[src/rtl/bbs_pkg.sv]
package bbs_pkg;

  typedef enum logic [3:0] {
    OP_NOP, OP_INTERRUPT_ENABLE_INSTR, OP_INTERRUPT_DISABLE_INSTR, OP_HALT, OP_STOP,
    OP_BRANCH_IF_BIT_CLEAR, OP_BRANCH_IF_SET_THEN_CLEAR,
    OP_SKIP_ON_CARRY_SET, OP_SKIP_ON_CARRY_CLEAR, OP_SKIP_ON_ZERO_SET,
    OP_SKIP_ON_ZERO_CLEAR, OP_SKIP_IF_HIGHER, OP_SKIP_IF_NOT_HIGHER
  } bbs_op_t;

  typedef enum logic [2:0] {
    FORM_SHORT_DIRECT, FORM_SFR, FORM_ACC, FORM_FLAG_REG, FORM_POINTER_PAIR,
    FORM_EXTRA_SEG_POINTER
  } bbs_form_t;

  localparam int PC_W = 20;
  localparam int CYC_W = 5;

  // Instruction lengths in bytes
  localparam logic [2:0] LEN_LONG_BIT = 3'h4;
  localparam logic [2:0] LEN_SHORT_BIT = 3'h3;
  localparam logic [2:0] LEN_SKIP = 3'h2;
  localparam logic [2:0] LEN_NOP = 3'h1;
  localparam logic [2:0] LEN_IRQ_CTRL = 3'h3;
  localparam logic [2:0] LEN_STANDBY = 3'h2;

  // Cycle counts, first figure falls through, second is taken
  localparam logic [CYC_W-1:0] CYC_BIT_NT = 5'h3;
  localparam logic [CYC_W-1:0] CYC_BIT_T = 5'h5;
  localparam logic [CYC_W-1:0] CYC_BIT_PM_NT = 5'h6;
  localparam logic [CYC_W-1:0] CYC_BIT_PM_T = 5'h7;
  localparam logic [CYC_W-1:0] CYC_SEG_NT = 5'h4;
  localparam logic [CYC_W-1:0] CYC_SEG_T = 5'h6;
  localparam logic [CYC_W-1:0] CYC_SEG_PM_NT = 5'h7;
  localparam logic [CYC_W-1:0] CYC_SEG_PM_T = 5'h8;
  localparam logic [CYC_W-1:0] CYC_SKIP = 5'h1;
  localparam logic [CYC_W-1:0] CYC_NOP = 5'h1;
  localparam logic [CYC_W-1:0] CYC_IRQ_CTRL = 5'h4;
  localparam logic [CYC_W-1:0] CYC_STANDBY = 5'h3;
  localparam logic [CYC_W-1:0] CYC_RAM_FETCH_EXTRA = 5'h3;
  localparam logic [CYC_W-1:0] CYC_SUPPRESSED = 5'h1;

  // Flag register bit positions
  localparam int FLAG_IE_BIT = 7;
  localparam int FLAG_Z_BIT = 6;
  localparam int FLAG_AC_BIT = 4;
  localparam int FLAG_CY_BIT = 0;
  localparam logic [7:0] FLAG_RESET = 8'h06;

  // Register port map
  localparam logic [3:0] REG_CTRL = 4'h0;
  localparam logic [3:0] REG_STATUS = 4'h4;
  localparam logic [3:0] REG_LAST_CYCLES = 4'h8;
  localparam logic [3:0] REG_FLAGS = 4'hc;
  localparam int CTRL_RAM_STRETCH_BIT = 0;
  localparam logic [7:0] CTRL_RESET = 8'h01;

endpackage : bbs_pkg

[src/rtl/bbs_exec_if.sv]
interface bbs_exec_if;
  bbs_pkg::bbs_op_t op;
  bbs_pkg::bbs_form_t form;
  logic taken;
  logic in_prog_mem;
  logic ram_fetch;
  logic [2:0] bytes;
  logic [bbs_pkg::CYC_W-1:0] cycles;
  logic load;
  logic expired;

  modport ctrl (output op, form, taken, in_prog_mem, ram_fetch, load,
    input bytes, cycles, expired);
  modport table_side (input op, form, taken, in_prog_mem, ram_fetch, output bytes, cycles);
  modport counter (input load, cycles, output expired);
endinterface : bbs_exec_if

[src/rtl/bbs_cost.sv]
module bbs_cost (
  bbs_exec_if.table_side cost
);
  localparam int CYC_W_SUM = bbs_pkg::CYC_W;

  logic [bbs_pkg::CYC_W-1:0] base_cycles;
  logic [bbs_pkg::CYC_W-1:0] bit_cycles;
  logic [bbs_pkg::CYC_W-1:0] seg_cycles;
  logic long_form;

  assign long_form = (cost.form == bbs_pkg::FORM_SHORT_DIRECT) ||
    (cost.form == bbs_pkg::FORM_SFR) || (cost.form == bbs_pkg::FORM_FLAG_REG) ||
    (cost.form == bbs_pkg::FORM_EXTRA_SEG_POINTER);
  // Only the pointer forms can reach program memory
  assign bit_cycles = (cost.in_prog_mem && cost.form == bbs_pkg::FORM_POINTER_PAIR) ?
    (cost.taken ? bbs_pkg::CYC_BIT_PM_T : bbs_pkg::CYC_BIT_PM_NT) :
    (cost.taken ? bbs_pkg::CYC_BIT_T : bbs_pkg::CYC_BIT_NT);
  assign seg_cycles = cost.in_prog_mem ?
    (cost.taken ? bbs_pkg::CYC_SEG_PM_T : bbs_pkg::CYC_SEG_PM_NT) :
    (cost.taken ? bbs_pkg::CYC_SEG_T : bbs_pkg::CYC_SEG_NT);

  always_comb
  begin
    cost.bytes = bbs_pkg::LEN_NOP;
    base_cycles = bbs_pkg::CYC_NOP;
    case (cost.op)
      bbs_pkg::OP_BRANCH_IF_BIT_CLEAR, bbs_pkg::OP_BRANCH_IF_SET_THEN_CLEAR:
      begin
        cost.bytes = long_form ? bbs_pkg::LEN_LONG_BIT : bbs_pkg::LEN_SHORT_BIT;
        base_cycles = (cost.form == bbs_pkg::FORM_EXTRA_SEG_POINTER) ?
          seg_cycles : bit_cycles;
      end
      bbs_pkg::OP_SKIP_ON_CARRY_SET, bbs_pkg::OP_SKIP_ON_CARRY_CLEAR,
      bbs_pkg::OP_SKIP_ON_ZERO_SET, bbs_pkg::OP_SKIP_ON_ZERO_CLEAR,
      bbs_pkg::OP_SKIP_IF_HIGHER, bbs_pkg::OP_SKIP_IF_NOT_HIGHER:
      begin
        cost.bytes = bbs_pkg::LEN_SKIP;
        base_cycles = bbs_pkg::CYC_SKIP;
      end
      bbs_pkg::OP_INTERRUPT_ENABLE_INSTR, bbs_pkg::OP_INTERRUPT_DISABLE_INSTR:
      begin
        cost.bytes = bbs_pkg::LEN_IRQ_CTRL;
        base_cycles = bbs_pkg::CYC_IRQ_CTRL;
      end
      bbs_pkg::OP_HALT, bbs_pkg::OP_STOP:
      begin
        cost.bytes = bbs_pkg::LEN_STANDBY;
        base_cycles = bbs_pkg::CYC_STANDBY;
      end
      default:
      begin
        cost.bytes = bbs_pkg::LEN_NOP;
        base_cycles = bbs_pkg::CYC_NOP;
      end
    endcase
    // Fetch from RAM charges the worst case, twice plus three
    cost.cycles = cost.ram_fetch ?
      (CYC_W_SUM'({base_cycles, 1'b0}) + bbs_pkg::CYC_RAM_FETCH_EXTRA) :
      base_cycles;
  end
endmodule : bbs_cost

[src/rtl/bbs_exec.sv]
// Local design decisions: the address-and-strobe port and the register addresses.
module bbs_exec (
  // Clock and reset
  input wire logic clk,
  input wire logic reset,
  // Instruction issue from the decoder
  input wire logic issue,
  input wire bbs_pkg::bbs_op_t issue_op,
  input wire bbs_pkg::bbs_form_t issue_form,
  input wire logic [2:0] issue_bit,
  input wire logic [7:0] issue_disp,
  input wire logic [bbs_pkg::PC_W-1:0] issue_addr,
  input wire logic [7:0] operand_byte,
  input wire logic operand_in_prog_mem,
  input wire logic fetch_from_ram,
  // Flag load from the data path
  input wire logic flag_load,
  input wire logic [7:0] flag_in,
  // Standby wake
  input wire logic wake,
  // Execution results
  output logic busy,
  output logic done,
  output logic [bbs_pkg::PC_W-1:0] next_pc,
  output logic skip_next,
  output logic suppressed,
  output logic bit_wr_en,
  output bbs_pkg::bbs_form_t bit_wr_form,
  output logic [7:0] bit_wr_data,
  output logic [7:0] flag_register,
  output logic global_irq_enable_flag,
  output logic halt_req,
  output logic stop_req,
  // Register port
  input wire logic [3:0] reg_addr,
  input wire logic [7:0] reg_wr_data,
  input wire logic reg_wr,
  input wire logic reg_rd,
  output logic [7:0] reg_rd_data
);
  typedef enum logic [0:0] {ST_IDLE, ST_EXEC} bbs_state_t;

  bbs_state_t state;
  bbs_state_t next_state;
  bbs_exec_if ex ();

  logic [7:0] ctrl;
  logic [bbs_pkg::CYC_W-1:0] last_cycles;
  logic pending_bit_wr;
  logic bit_value;
  logic [7:0] cleared_byte;
  logic flag_z;
  logic flag_cy;
  logic z_or_cy;
  logic is_bit_op;
  logic is_skip_op;
  logic cond_true;
  logic branch_taken;
  logic clears_bit;
  logic accept;
  logic do_suppress;
  logic [bbs_pkg::PC_W-1:0] disp_ext;
  logic [bbs_pkg::PC_W-1:0] seq_pc;
  logic [bbs_pkg::PC_W-1:0] next_pc_value;
  logic [7:0] next_flags;
  logic [7:0] rd_mux;
  logic [7:0] status_byte;
  logic [7:0] last_byte;
  logic [bbs_pkg::PC_W-1:0] target_pc;
  logic ctrl_wr;
  logic flags_wr;
  logic sel_ctrl;
  logic sel_status;
  logic sel_last;
  logic sel_flags;
  logic flag_form;
  logic op_bf;
  logic op_branch_if_set_then_clear;
  logic op_enable;
  logic op_disable;
  logic pend_set;
  logic retire;
  logic halt_retire;
  logic stop_retire;
  bbs_pkg::bbs_op_t ex_op_q;

  // One cost table serves every form, so lengths and counts live in one place
  bbs_cost u_cost (
    .cost (ex)
  );

  // Loaded at the taking edge; it alone decides how long the instruction lasts
  bbs_wait_counter #(
    .CNT_W (bbs_pkg::CYC_W)
  ) u_wait (
    .clk (clk),
    .reset (reset),
    .cnt (ex)
  );

  // Issue while busy, the done cycle included, is dropped without notice
  assign accept = issue && (state == ST_IDLE);
  // A skipped instruction is dropped whole and costs one cycle, or five on a stretched RAM fetch
  assign do_suppress = accept && skip_next;

  // Skip conditions read the registered flags, never the incoming load
  assign flag_z = flag_register[bbs_pkg::FLAG_Z_BIT];
  assign flag_cy = flag_register[bbs_pkg::FLAG_CY_BIT];
  assign z_or_cy = flag_z | flag_cy;

  // Opcode decode, one named wire per instruction that needs it
  assign flag_form = (issue_form == bbs_pkg::FORM_FLAG_REG);
  assign op_bf = (issue_op == bbs_pkg::OP_BRANCH_IF_BIT_CLEAR);
  assign op_branch_if_set_then_clear = (issue_op == bbs_pkg::OP_BRANCH_IF_SET_THEN_CLEAR);
  assign op_enable = (issue_op == bbs_pkg::OP_INTERRUPT_ENABLE_INSTR);
  assign op_disable = (issue_op == bbs_pkg::OP_INTERRUPT_DISABLE_INSTR);
  // The flag form reads the live flag register, not the operand bus
  assign bit_value = flag_form ? flag_register[issue_bit] : operand_byte[issue_bit];
  assign is_bit_op = op_bf || op_branch_if_set_then_clear;
  assign is_skip_op = (issue_op == bbs_pkg::OP_SKIP_ON_CARRY_SET) ||
    (issue_op == bbs_pkg::OP_SKIP_ON_CARRY_CLEAR) ||
    (issue_op == bbs_pkg::OP_SKIP_ON_ZERO_SET) ||
    (issue_op == bbs_pkg::OP_SKIP_ON_ZERO_CLEAR) ||
    (issue_op == bbs_pkg::OP_SKIP_IF_HIGHER) ||
    (issue_op == bbs_pkg::OP_SKIP_IF_NOT_HIGHER);

  // True when the instruction acts: the branch is taken or the next one skipped
  always_comb
  begin
    case (issue_op)
      bbs_pkg::OP_BRANCH_IF_BIT_CLEAR: cond_true = !bit_value;
      bbs_pkg::OP_BRANCH_IF_SET_THEN_CLEAR: cond_true = bit_value;
      bbs_pkg::OP_SKIP_ON_CARRY_SET: cond_true = flag_cy;
      bbs_pkg::OP_SKIP_ON_CARRY_CLEAR: cond_true = !flag_cy;
      bbs_pkg::OP_SKIP_ON_ZERO_SET: cond_true = flag_z;
      bbs_pkg::OP_SKIP_ON_ZERO_CLEAR: cond_true = !flag_z;
      bbs_pkg::OP_SKIP_IF_HIGHER: cond_true = !z_or_cy;
      bbs_pkg::OP_SKIP_IF_NOT_HIGHER: cond_true = z_or_cy;
      default: cond_true = 1'b0;
    endcase
  end

  assign branch_taken = is_bit_op && cond_true && !skip_next;
  assign clears_bit = branch_taken && op_branch_if_set_then_clear;
  assign pend_set = clears_bit && !flag_form;

  // Cost table inputs; taken also selects the longer cycle figure
  // A suppressed instruction is charged as a no-op
  assign ex.op = do_suppress ? bbs_pkg::OP_NOP : issue_op;
  assign ex.form = issue_form;
  assign ex.taken = branch_taken;
  assign ex.in_prog_mem = operand_in_prog_mem;
  assign ex.ram_fetch = fetch_from_ram && ctrl[bbs_pkg::CTRL_RAM_STRETCH_BIT];
  assign ex.load = accept;

  // Target is the address after the whole instruction plus the signed offset
  assign disp_ext = {{(bbs_pkg::PC_W - 8){issue_disp[7]}}, issue_disp};
  // The table length is used, so every form agrees with its own byte count
  assign seq_pc = issue_addr + bbs_pkg::PC_W'(ex.bytes);
  assign target_pc = seq_pc + disp_ext;
  assign next_pc_value = branch_taken ? target_pc : seq_pc;

  assign cleared_byte = operand_byte & ~(8'h01 << issue_bit);

  // Loads come first and the instruction's own flag effects go on top,
  // so a data path load in the same cycle as an issue is not lost
  always_comb
  begin
    next_flags = flag_register;
    if (flag_load)
      next_flags = flag_in;
    else if (flags_wr)
      next_flags = reg_wr_data;
    if (accept && !do_suppress)
    begin
      if (clears_bit && flag_form)
        next_flags[issue_bit] = 1'b0;
      if (op_enable)
        next_flags[bbs_pkg::FLAG_IE_BIT] = 1'b1;
      if (op_disable)
        next_flags[bbs_pkg::FLAG_IE_BIT] = 1'b0;
    end
  end

  // Two states suffice: the wait counter carries each instruction's length
  always_comb
  begin
    next_state = state;
    case (state)
      ST_IDLE: if (accept) next_state = ST_EXEC;
      ST_EXEC: if (ex.expired) next_state = ST_IDLE;
      default: next_state = ST_IDLE;
    endcase
  end

  assign busy = (state == ST_EXEC);
  assign done = (state == ST_EXEC) && ex.expired;
  assign global_irq_enable_flag = flag_register[bbs_pkg::FLAG_IE_BIT];
  // Data path writes the cleared byte back once the instruction retires
  assign bit_wr_en = pending_bit_wr && done;

  // Standby entry only counts for an instruction that really ran
  assign retire = done && !suppressed;
  assign halt_retire = retire && (ex_op_q == bbs_pkg::OP_HALT);
  assign stop_retire = retire && (ex_op_q == bbs_pkg::OP_STOP);

  // Reset mid-instruction drops it whole; the counter restarts with it
  always_ff @(posedge clk)
  begin
    if (reset)
      state <= ST_IDLE;
    else
      state <= next_state;
  end

  // Live flag copy; skips and flag-form tests read it directly
  always_ff @(posedge clk)
  begin
    if (reset)
      flag_register <= bbs_pkg::FLAG_RESET;
    else
      flag_register <= next_flags;
  end

  // Results are taken at the accepting edge and stand until the next one
  always_ff @(posedge clk)
  begin
    if (reset)
    begin
      next_pc <= '0;
      suppressed <= 1'b0;
      last_cycles <= '0;
    end
    else if (accept)
    begin
      next_pc <= next_pc_value;
      suppressed <= do_suppress;
      last_cycles <= ex.cycles;
    end
  end

  // Skip flag lives for exactly one following instruction
  always_ff @(posedge clk)
  begin
    if (reset)
      skip_next <= 1'b0;
    else if (accept)
      skip_next <= !do_suppress && is_skip_op && cond_true;
  end

  // Branch-and-clear on any bit outside the flag register hands the cleared byte to the data path;
  // the byte is captured at the accepting edge, before the data path moves on
  always_ff @(posedge clk)
  begin
    if (reset)
    begin
      pending_bit_wr <= 1'b0;
      bit_wr_form <= bbs_pkg::FORM_SHORT_DIRECT;
      bit_wr_data <= 8'h00;
    end
    else if (accept)
    begin
      pending_bit_wr <= pend_set;
      bit_wr_form <= issue_form;
      bit_wr_data <= cleared_byte;
    end
  end

  // Standby requests stay up until the wake event; wake wins over entry
  always_ff @(posedge clk)
  begin
    if (reset)
    begin
      halt_req <= 1'b0;
      stop_req <= 1'b0;
    end
    else if (wake)
    begin
      halt_req <= 1'b0;
      stop_req <= 1'b0;
    end
    else if (retire)
    begin
      halt_req <= halt_req || halt_retire;
      stop_req <= stop_req || stop_retire;
    end
  end

  // The running instruction is kept so that standby entry waits for its last cycle
  always_ff @(posedge clk)
  begin
    if (reset)
      ex_op_q <= bbs_pkg::OP_NOP;
    else if (accept)
      ex_op_q <= issue_op;
  end

  always_ff @(posedge clk)
  begin
    if (reset)
      ctrl <= bbs_pkg::CTRL_RESET;
    // Only the stretch bit is kept; the rest read back as zero
    else if (ctrl_wr)
      ctrl <= {7'h00, reg_wr_data[bbs_pkg::CTRL_RAM_STRETCH_BIT]};
  end

  // Register port decode; unmapped addresses select nothing and read as zero
  assign ctrl_wr = reg_wr && (reg_addr == bbs_pkg::REG_CTRL);
  assign flags_wr = reg_wr && (reg_addr == bbs_pkg::REG_FLAGS);
  assign sel_ctrl = (reg_addr == bbs_pkg::REG_CTRL);
  assign sel_status = (reg_addr == bbs_pkg::REG_STATUS);
  assign sel_last = (reg_addr == bbs_pkg::REG_LAST_CYCLES);
  assign sel_flags = (reg_addr == bbs_pkg::REG_FLAGS);
  assign status_byte = {3'h0, skip_next, stop_req, halt_req, global_irq_enable_flag, busy};
  assign last_byte = {3'h0, last_cycles};
  // Selects are one-hot, so an AND-OR tree does the selection
  assign rd_mux = ({8{sel_ctrl}} & ctrl) | ({8{sel_status}} & status_byte) |
    ({8{sel_last}} & last_byte) | ({8{sel_flags}} & flag_register);

  // Read data stand for one cycle and fall back to zero, so nothing stale is seen
  always_ff @(posedge clk)
  begin
    if (reset)
      reg_rd_data <= 8'h00;
    else if (reg_rd)
      reg_rd_data <= rd_mux;
    else
      reg_rd_data <= 8'h00;
  end
endmodule : bbs_exec

[src/rtl/bbs_wait_counter.sv]
module bbs_wait_counter #(
  parameter int CNT_W = bbs_pkg::CYC_W
) (
  // Clock and reset
  input wire logic clk,
  input wire logic reset,
  // Load and expiry
  bbs_exec_if.counter cnt
);
  logic [CNT_W-1:0] remaining;

  // Expires in the last cycle of the charged count
  assign cnt.expired = (remaining == CNT_W'(1));

  always_ff @(posedge clk)
  begin
    if (reset)
      remaining <= '0;
    else if (cnt.load)
      remaining <= CNT_W'(cnt.cycles);
    else if (remaining != '0)
      remaining <= remaining - CNT_W'(1);
  end
endmodule : bbs_wait_counter

[config.mk]
export PLATFORM = sky130hd
export DESIGN_NAME = bbs_exec
export DESIGN_NICKNAME = d
export VERILOG_FILES = /design/src/rtl/bbs_pkg.sv /design/src/rtl/bbs_exec_if.sv /design/src/rtl/bbs_cost.sv /design/src/rtl/bbs_exec.sv /design/src/rtl/bbs_wait_counter.sv
export SDC_FILE = /design/constraint.sdc
export NUM_CORES = 1
export LEC_CHECK = 0
export ABC_AREA = 1
export BUFFER_PORTS_ARGS = -buffer_cell sky130_fd_sc_hd__buf_2
export CAP_MARGIN = 20
export CELL_PAD_IN_SITES_DETAIL_PLACEMENT = 0
export CELL_PAD_IN_SITES_GLOBAL_PLACEMENT = 1
export CORE_MARGIN = 1.5
export CORE_UTILIZATION = 30
export CTS_BUF_LIST = sky130_fd_sc_hd__clkbuf_4
export DETAILED_ROUTE_END_ITERATION = 10
export GPL_ROUTABILITY_DRIVEN = 0
export HOLD_SLACK_MARGIN = 0.08
export PLACE_DENSITY_LB_ADDON = 0.1
export SYNTH_ARGS = -nofsm -noshare
export SYNTH_HDL_FRONTEND = slang
export SYNTH_SLANG_ARGS = --single-unit
[constraint.sdc]
create_clock -name clk -period 7.5 [get_ports clk]
set_input_delay 0 -clock clk [delete_from_list [all_inputs] [get_ports clk]]
set_output_delay 0 -clock clk [all_outputs]
set_load 0.05 [all_outputs]
==> results.py <==
metrics = {
    "floorplan": {
        "start_util_pct": 30.9,
        "die_area_um2": 18000,
        "die_w_um": 134,
        "std_cell_rows": 47,
        "die_y_um": 134,
        "core-area_um2": 16700,
        "ios": 130,
    },
    "outcome": {
        "outcome": "finished, final reports clean",
    },
    "yosys": {
        "synth_area_um2": 5160,
        "synthAdderAreaFrac_pct": 8.54,
        "synth_xor_area_share_pct": 5.41,
        "synth_edf_count": 0,
        "netlist_instances": 802,
        "synthMuxAreaShare_pct": 0,
        "ys_ff_latch": 68,
        "synth.distinct_cells": 48,
        "avgSynthCellArea_um2": 6.43,
        "synthFlopType": "dfxtp_1",
        "synth_nets": 911,
        "synth_top_family_by_area": "simple AND/OR/NAND/NOR gates",
        "ys_async_sr_fraction_pct": 0,
        "ys.warnings.count": 0,
        "synth_compound_area_share_pct": 19.5,
        "ys_seq_area_share_pct": 26.4,
        "synthSimpleGateAreaFrac_pct": 30.2,
    },
    "sta": {
        "fin_tns_setup_ns": 0,
        "finalMaxSlewViolations": 0,
        "tightest_slew_ns": 0.675,
        "final_hold_viol_count": 0,
        "fmax_mhz": 204,
        "relSlewSlack_pct": 54.7,
        "clock_skew_ns": 0.0218,
        "setup_viol": 0,
        "fin_crit_ns": 4.91,
        "fin_crit_sh_pct": 65.4,
        "rsz0062_at_grt": "no",
    },
    "cts": {
        "clkLatencyLatePin_ns": 0.45,
        "worst_setup_hold_path_clk_slew_ns": 0.14,
        "cts_tree": "built",
        "clkSinkCount": 68,
        "htreeDepth": 3,
        "cts_resized": 0,
        "cts.path.max_buffers": 2,
        "cts_buffers": 9,
        "clockRootBuffer": "clkbuf_4",
        "post_cts_buffers": 0,
    },
    "critical_path": {
        "cp_slowest_stage_delay_ns": 0.45,
        "startpoint_type": "flip-flop",
        "cp_slowest_cell": "buf_4",
        "crit_required_ns": 7.87,
        "cpMostUsedCell": "nand2_1",
        "worstPathArrival_ns": 5.28,
        "path_max_fanout": 50,
        "crit_type": "reg2reg",
        "end_kind": "flip-flop",
    },
    "detailed_routing": {
        "avgViaCountPerCell": 4.79,
        "vias": 5801,
        "ant_nets": 0,
        "dr.pass1.iters": 5,
        "drcViolationCount": 0,
        "wl_per_cell_um": 14.8,
        "drt_iter0_markers": 268,
        "drt-total-wl_um": 17900,
    },
    "global_routing": {
        "grt_pass1_vias": 5658,
        "grt_antenna_before_repair": 1,
        "grt_overflow": 0,
        "grt_pass1_wl_um": 28400,
        "grt_usage_pct": 19.9,
        "grt_max_degree": 51,
    },
    "power_and_ir_drop": {
        "clkPwrFrac_pct": 21.5,
        "power_frac_seq_pct": 36.3,
        "vdd_ir_drop_max_v": 0.0000672,
        "powerDensity_nw_per_um2": 172,
        "swShare_pct": 42.6,
        "p_sw_mw": 0.497,
        "power_frac_comb_pct": 42.2,
        "p_int_mw": 0.670,
        "leakagePower_nw": 3.37,
    },
    "cells_and_area": {
        "areaGrowthSynthToFinish_pct": 31.6,
        "nets": 1096,
        "stdcell_count": 1212,
        "drive_gt1_share_pct": 17.8,
    },
    "hold_path": {
        "hold_class": "in2reg",
    },
    "placed_design": {
        "place_inst": 1130,
        "portBuffers": 129,
        "hpwl_um": 13500,
    },
    "run": {
        "drv_cap": 0,
    },
}
[sequential cells by signal, summed over array words and instances (netlist names)]
name              cells
u_wait.remaining      5
reg_rd_data           8
bit_wr_form           3
ctrl                  1
skip_next             1
suppressed            1
busy                  1
ex_op_q               4
halt_req              1
next_pc              20
last_cycles           5
flag_register         8
pending_bit_wr        1
bit_wr_data           8
stop_req              1
[cell type report]
class | instances | area [µm²]
multi-input cells | 601 | 3280
clock inverters | 6 | 65.1
flip-flops and latches | 68 | 1360
fillers | 1823 | 9910
diodes | 1 | 2.50
clock buffers | 9 | 67.6
inverters | 109 | 409
well taps | 220 | 275
repair buffers | 198 | 1330
[power by group through the flow]
stage	sequential, mW	clock, mW	combinational, mW
global route	0.429	0.277	0.550
global placement	0.431	0	0.465
floorplan	0.501	0	0.268
finish	0.424	0.250	0.493
detailed placement	0.432	0	0.463
CTS	0.424	0.263	0.494
[timing repair]
item	CTS	global route
endpoints found under the hold margin	50	0
setup endpoints to repair	0	0
hold buffers	66	0
[per-layer routing]
metal	vias to the layer above	routed length, µm	track usage (%)	part of all wire (%)
li1	3015	-	-	-
met1	2641	7970	23.4	44
met2	125	9060	37.8	51
met3	20	612	2.53	3.4
met4	0	272	5.68	1.5
met5	-	0	0	0
[worst paths after layout]
kind	startpoint	end	slack, ns	cells after the start
hold / removal	reset	next_pc[13]	0.09	2
setup / recovery	busy	next_pc[19]	2.59	32
hold reg to reg	last_cycles[2]	last_cycles[2]	0.47	2
setup reg to reg	busy	next_pc[19]	2.59	32
[worst max-delay path, delay by kind of cell, from the launching register on]
| kind | cells | cell delay (ns) |
|---|---|---|
| XOR/XNOR | 1 | 0.14 |
| flip-flops | 1 | 0.42 |
| AO/OA/AOI/OAI | 5 | 0.87 |
| adder cells (fa/ha/maj) | 3 | 0.97 |
| buffers and inverters | 4 | 0.66 |
| AND/OR/NAND/NOR | 19 | 1.77 |
[per-stage QoR]
stage / hold slack [ns] / util, % / setup WS, ns / power [mW] / cell area [µm²]
4_1_cts: 0.0841 / 40.7 / 2.60 / 1.18 / 6790
5_1_grt: 0.103 / 40.7 / 2.00 / 1.25 / 6790
3_5_place_dp: 0.254 / 35.9 / 2.60 / 0.895 / 6000
3_3_place_gp: 0.244 / 35.9 / 2.73 / 0.896 / 6000
6_report: 0.0913 / 40.7 / 2.59 / 1.17 / 6790
2_1_floorplan: 0.126 / - / 3.11 / 0.768 / 5160
[synth_stat cells, drive strengths merged (2+ instances only)]
cell type / instances / area [µm²]
a211oi: 5 / 37.5
a21oi: 82 / 418
and2: 2 / 12.5
buf: 8 / 46.3
clkbuf: 16 / 60.1
clkinv: 3 / 11.3
dfxtp: 68 / 1360
fa: 2 / 40.0
ha: 32 / 400
inv: 106 / 398
nand2: 189 / 734
nand3: 41 / 223
nand3b: 3 / 22.5
nand4: 7 / 43.8
nor2: 85 / 365
nor3: 18 / 100
nor4: 4 / 25.0
o211ai: 13 / 97.6
o21a: 2 / 15.0
o21ai: 65 / 325
o221ai: 3 / 26.3
o22ai: 5 / 31.3
o31ai: 2 / 15.0
or2: 2 / 12.5
xnor2: 7 / 61.3
xor2: 24 / 218
[cell families after synthesis]
family,count (synthesis)
and+or+nand+nor,354
DFF,68
xor gates and xnor gates,31
buffers and inverters,133
adders and majority gates,34
AOI/OAI and AO/OA,182
[cells in the final DEF, fill, tap and decap left out, types with 3 or more instances in the layout]
master         instances
nand2_1              183
buf_2                129
inv_1                 99
a21oi_1               80
nor2_1                78
dfxtp_1               68
dlygate4sd3_1         66
o21ai_0               54
nand3_1               39
ha_1                  32
xor2_1                23
nor3_1                16
o211ai_1              13
o21ai_1               11
clkbuf_4               9
inv_2                  7
xnor2_1                7
nand4_1                7
o22ai_1                5
a211oi_1               5
nand2_2                4
nor4_1                 4
nor2_4                 3
clkinv_1               3
o221ai_1               3
nand3b_1               3
nor2_2                 3
buf_4                  3
Note: power is estimated with default switching activity, not from simulation.
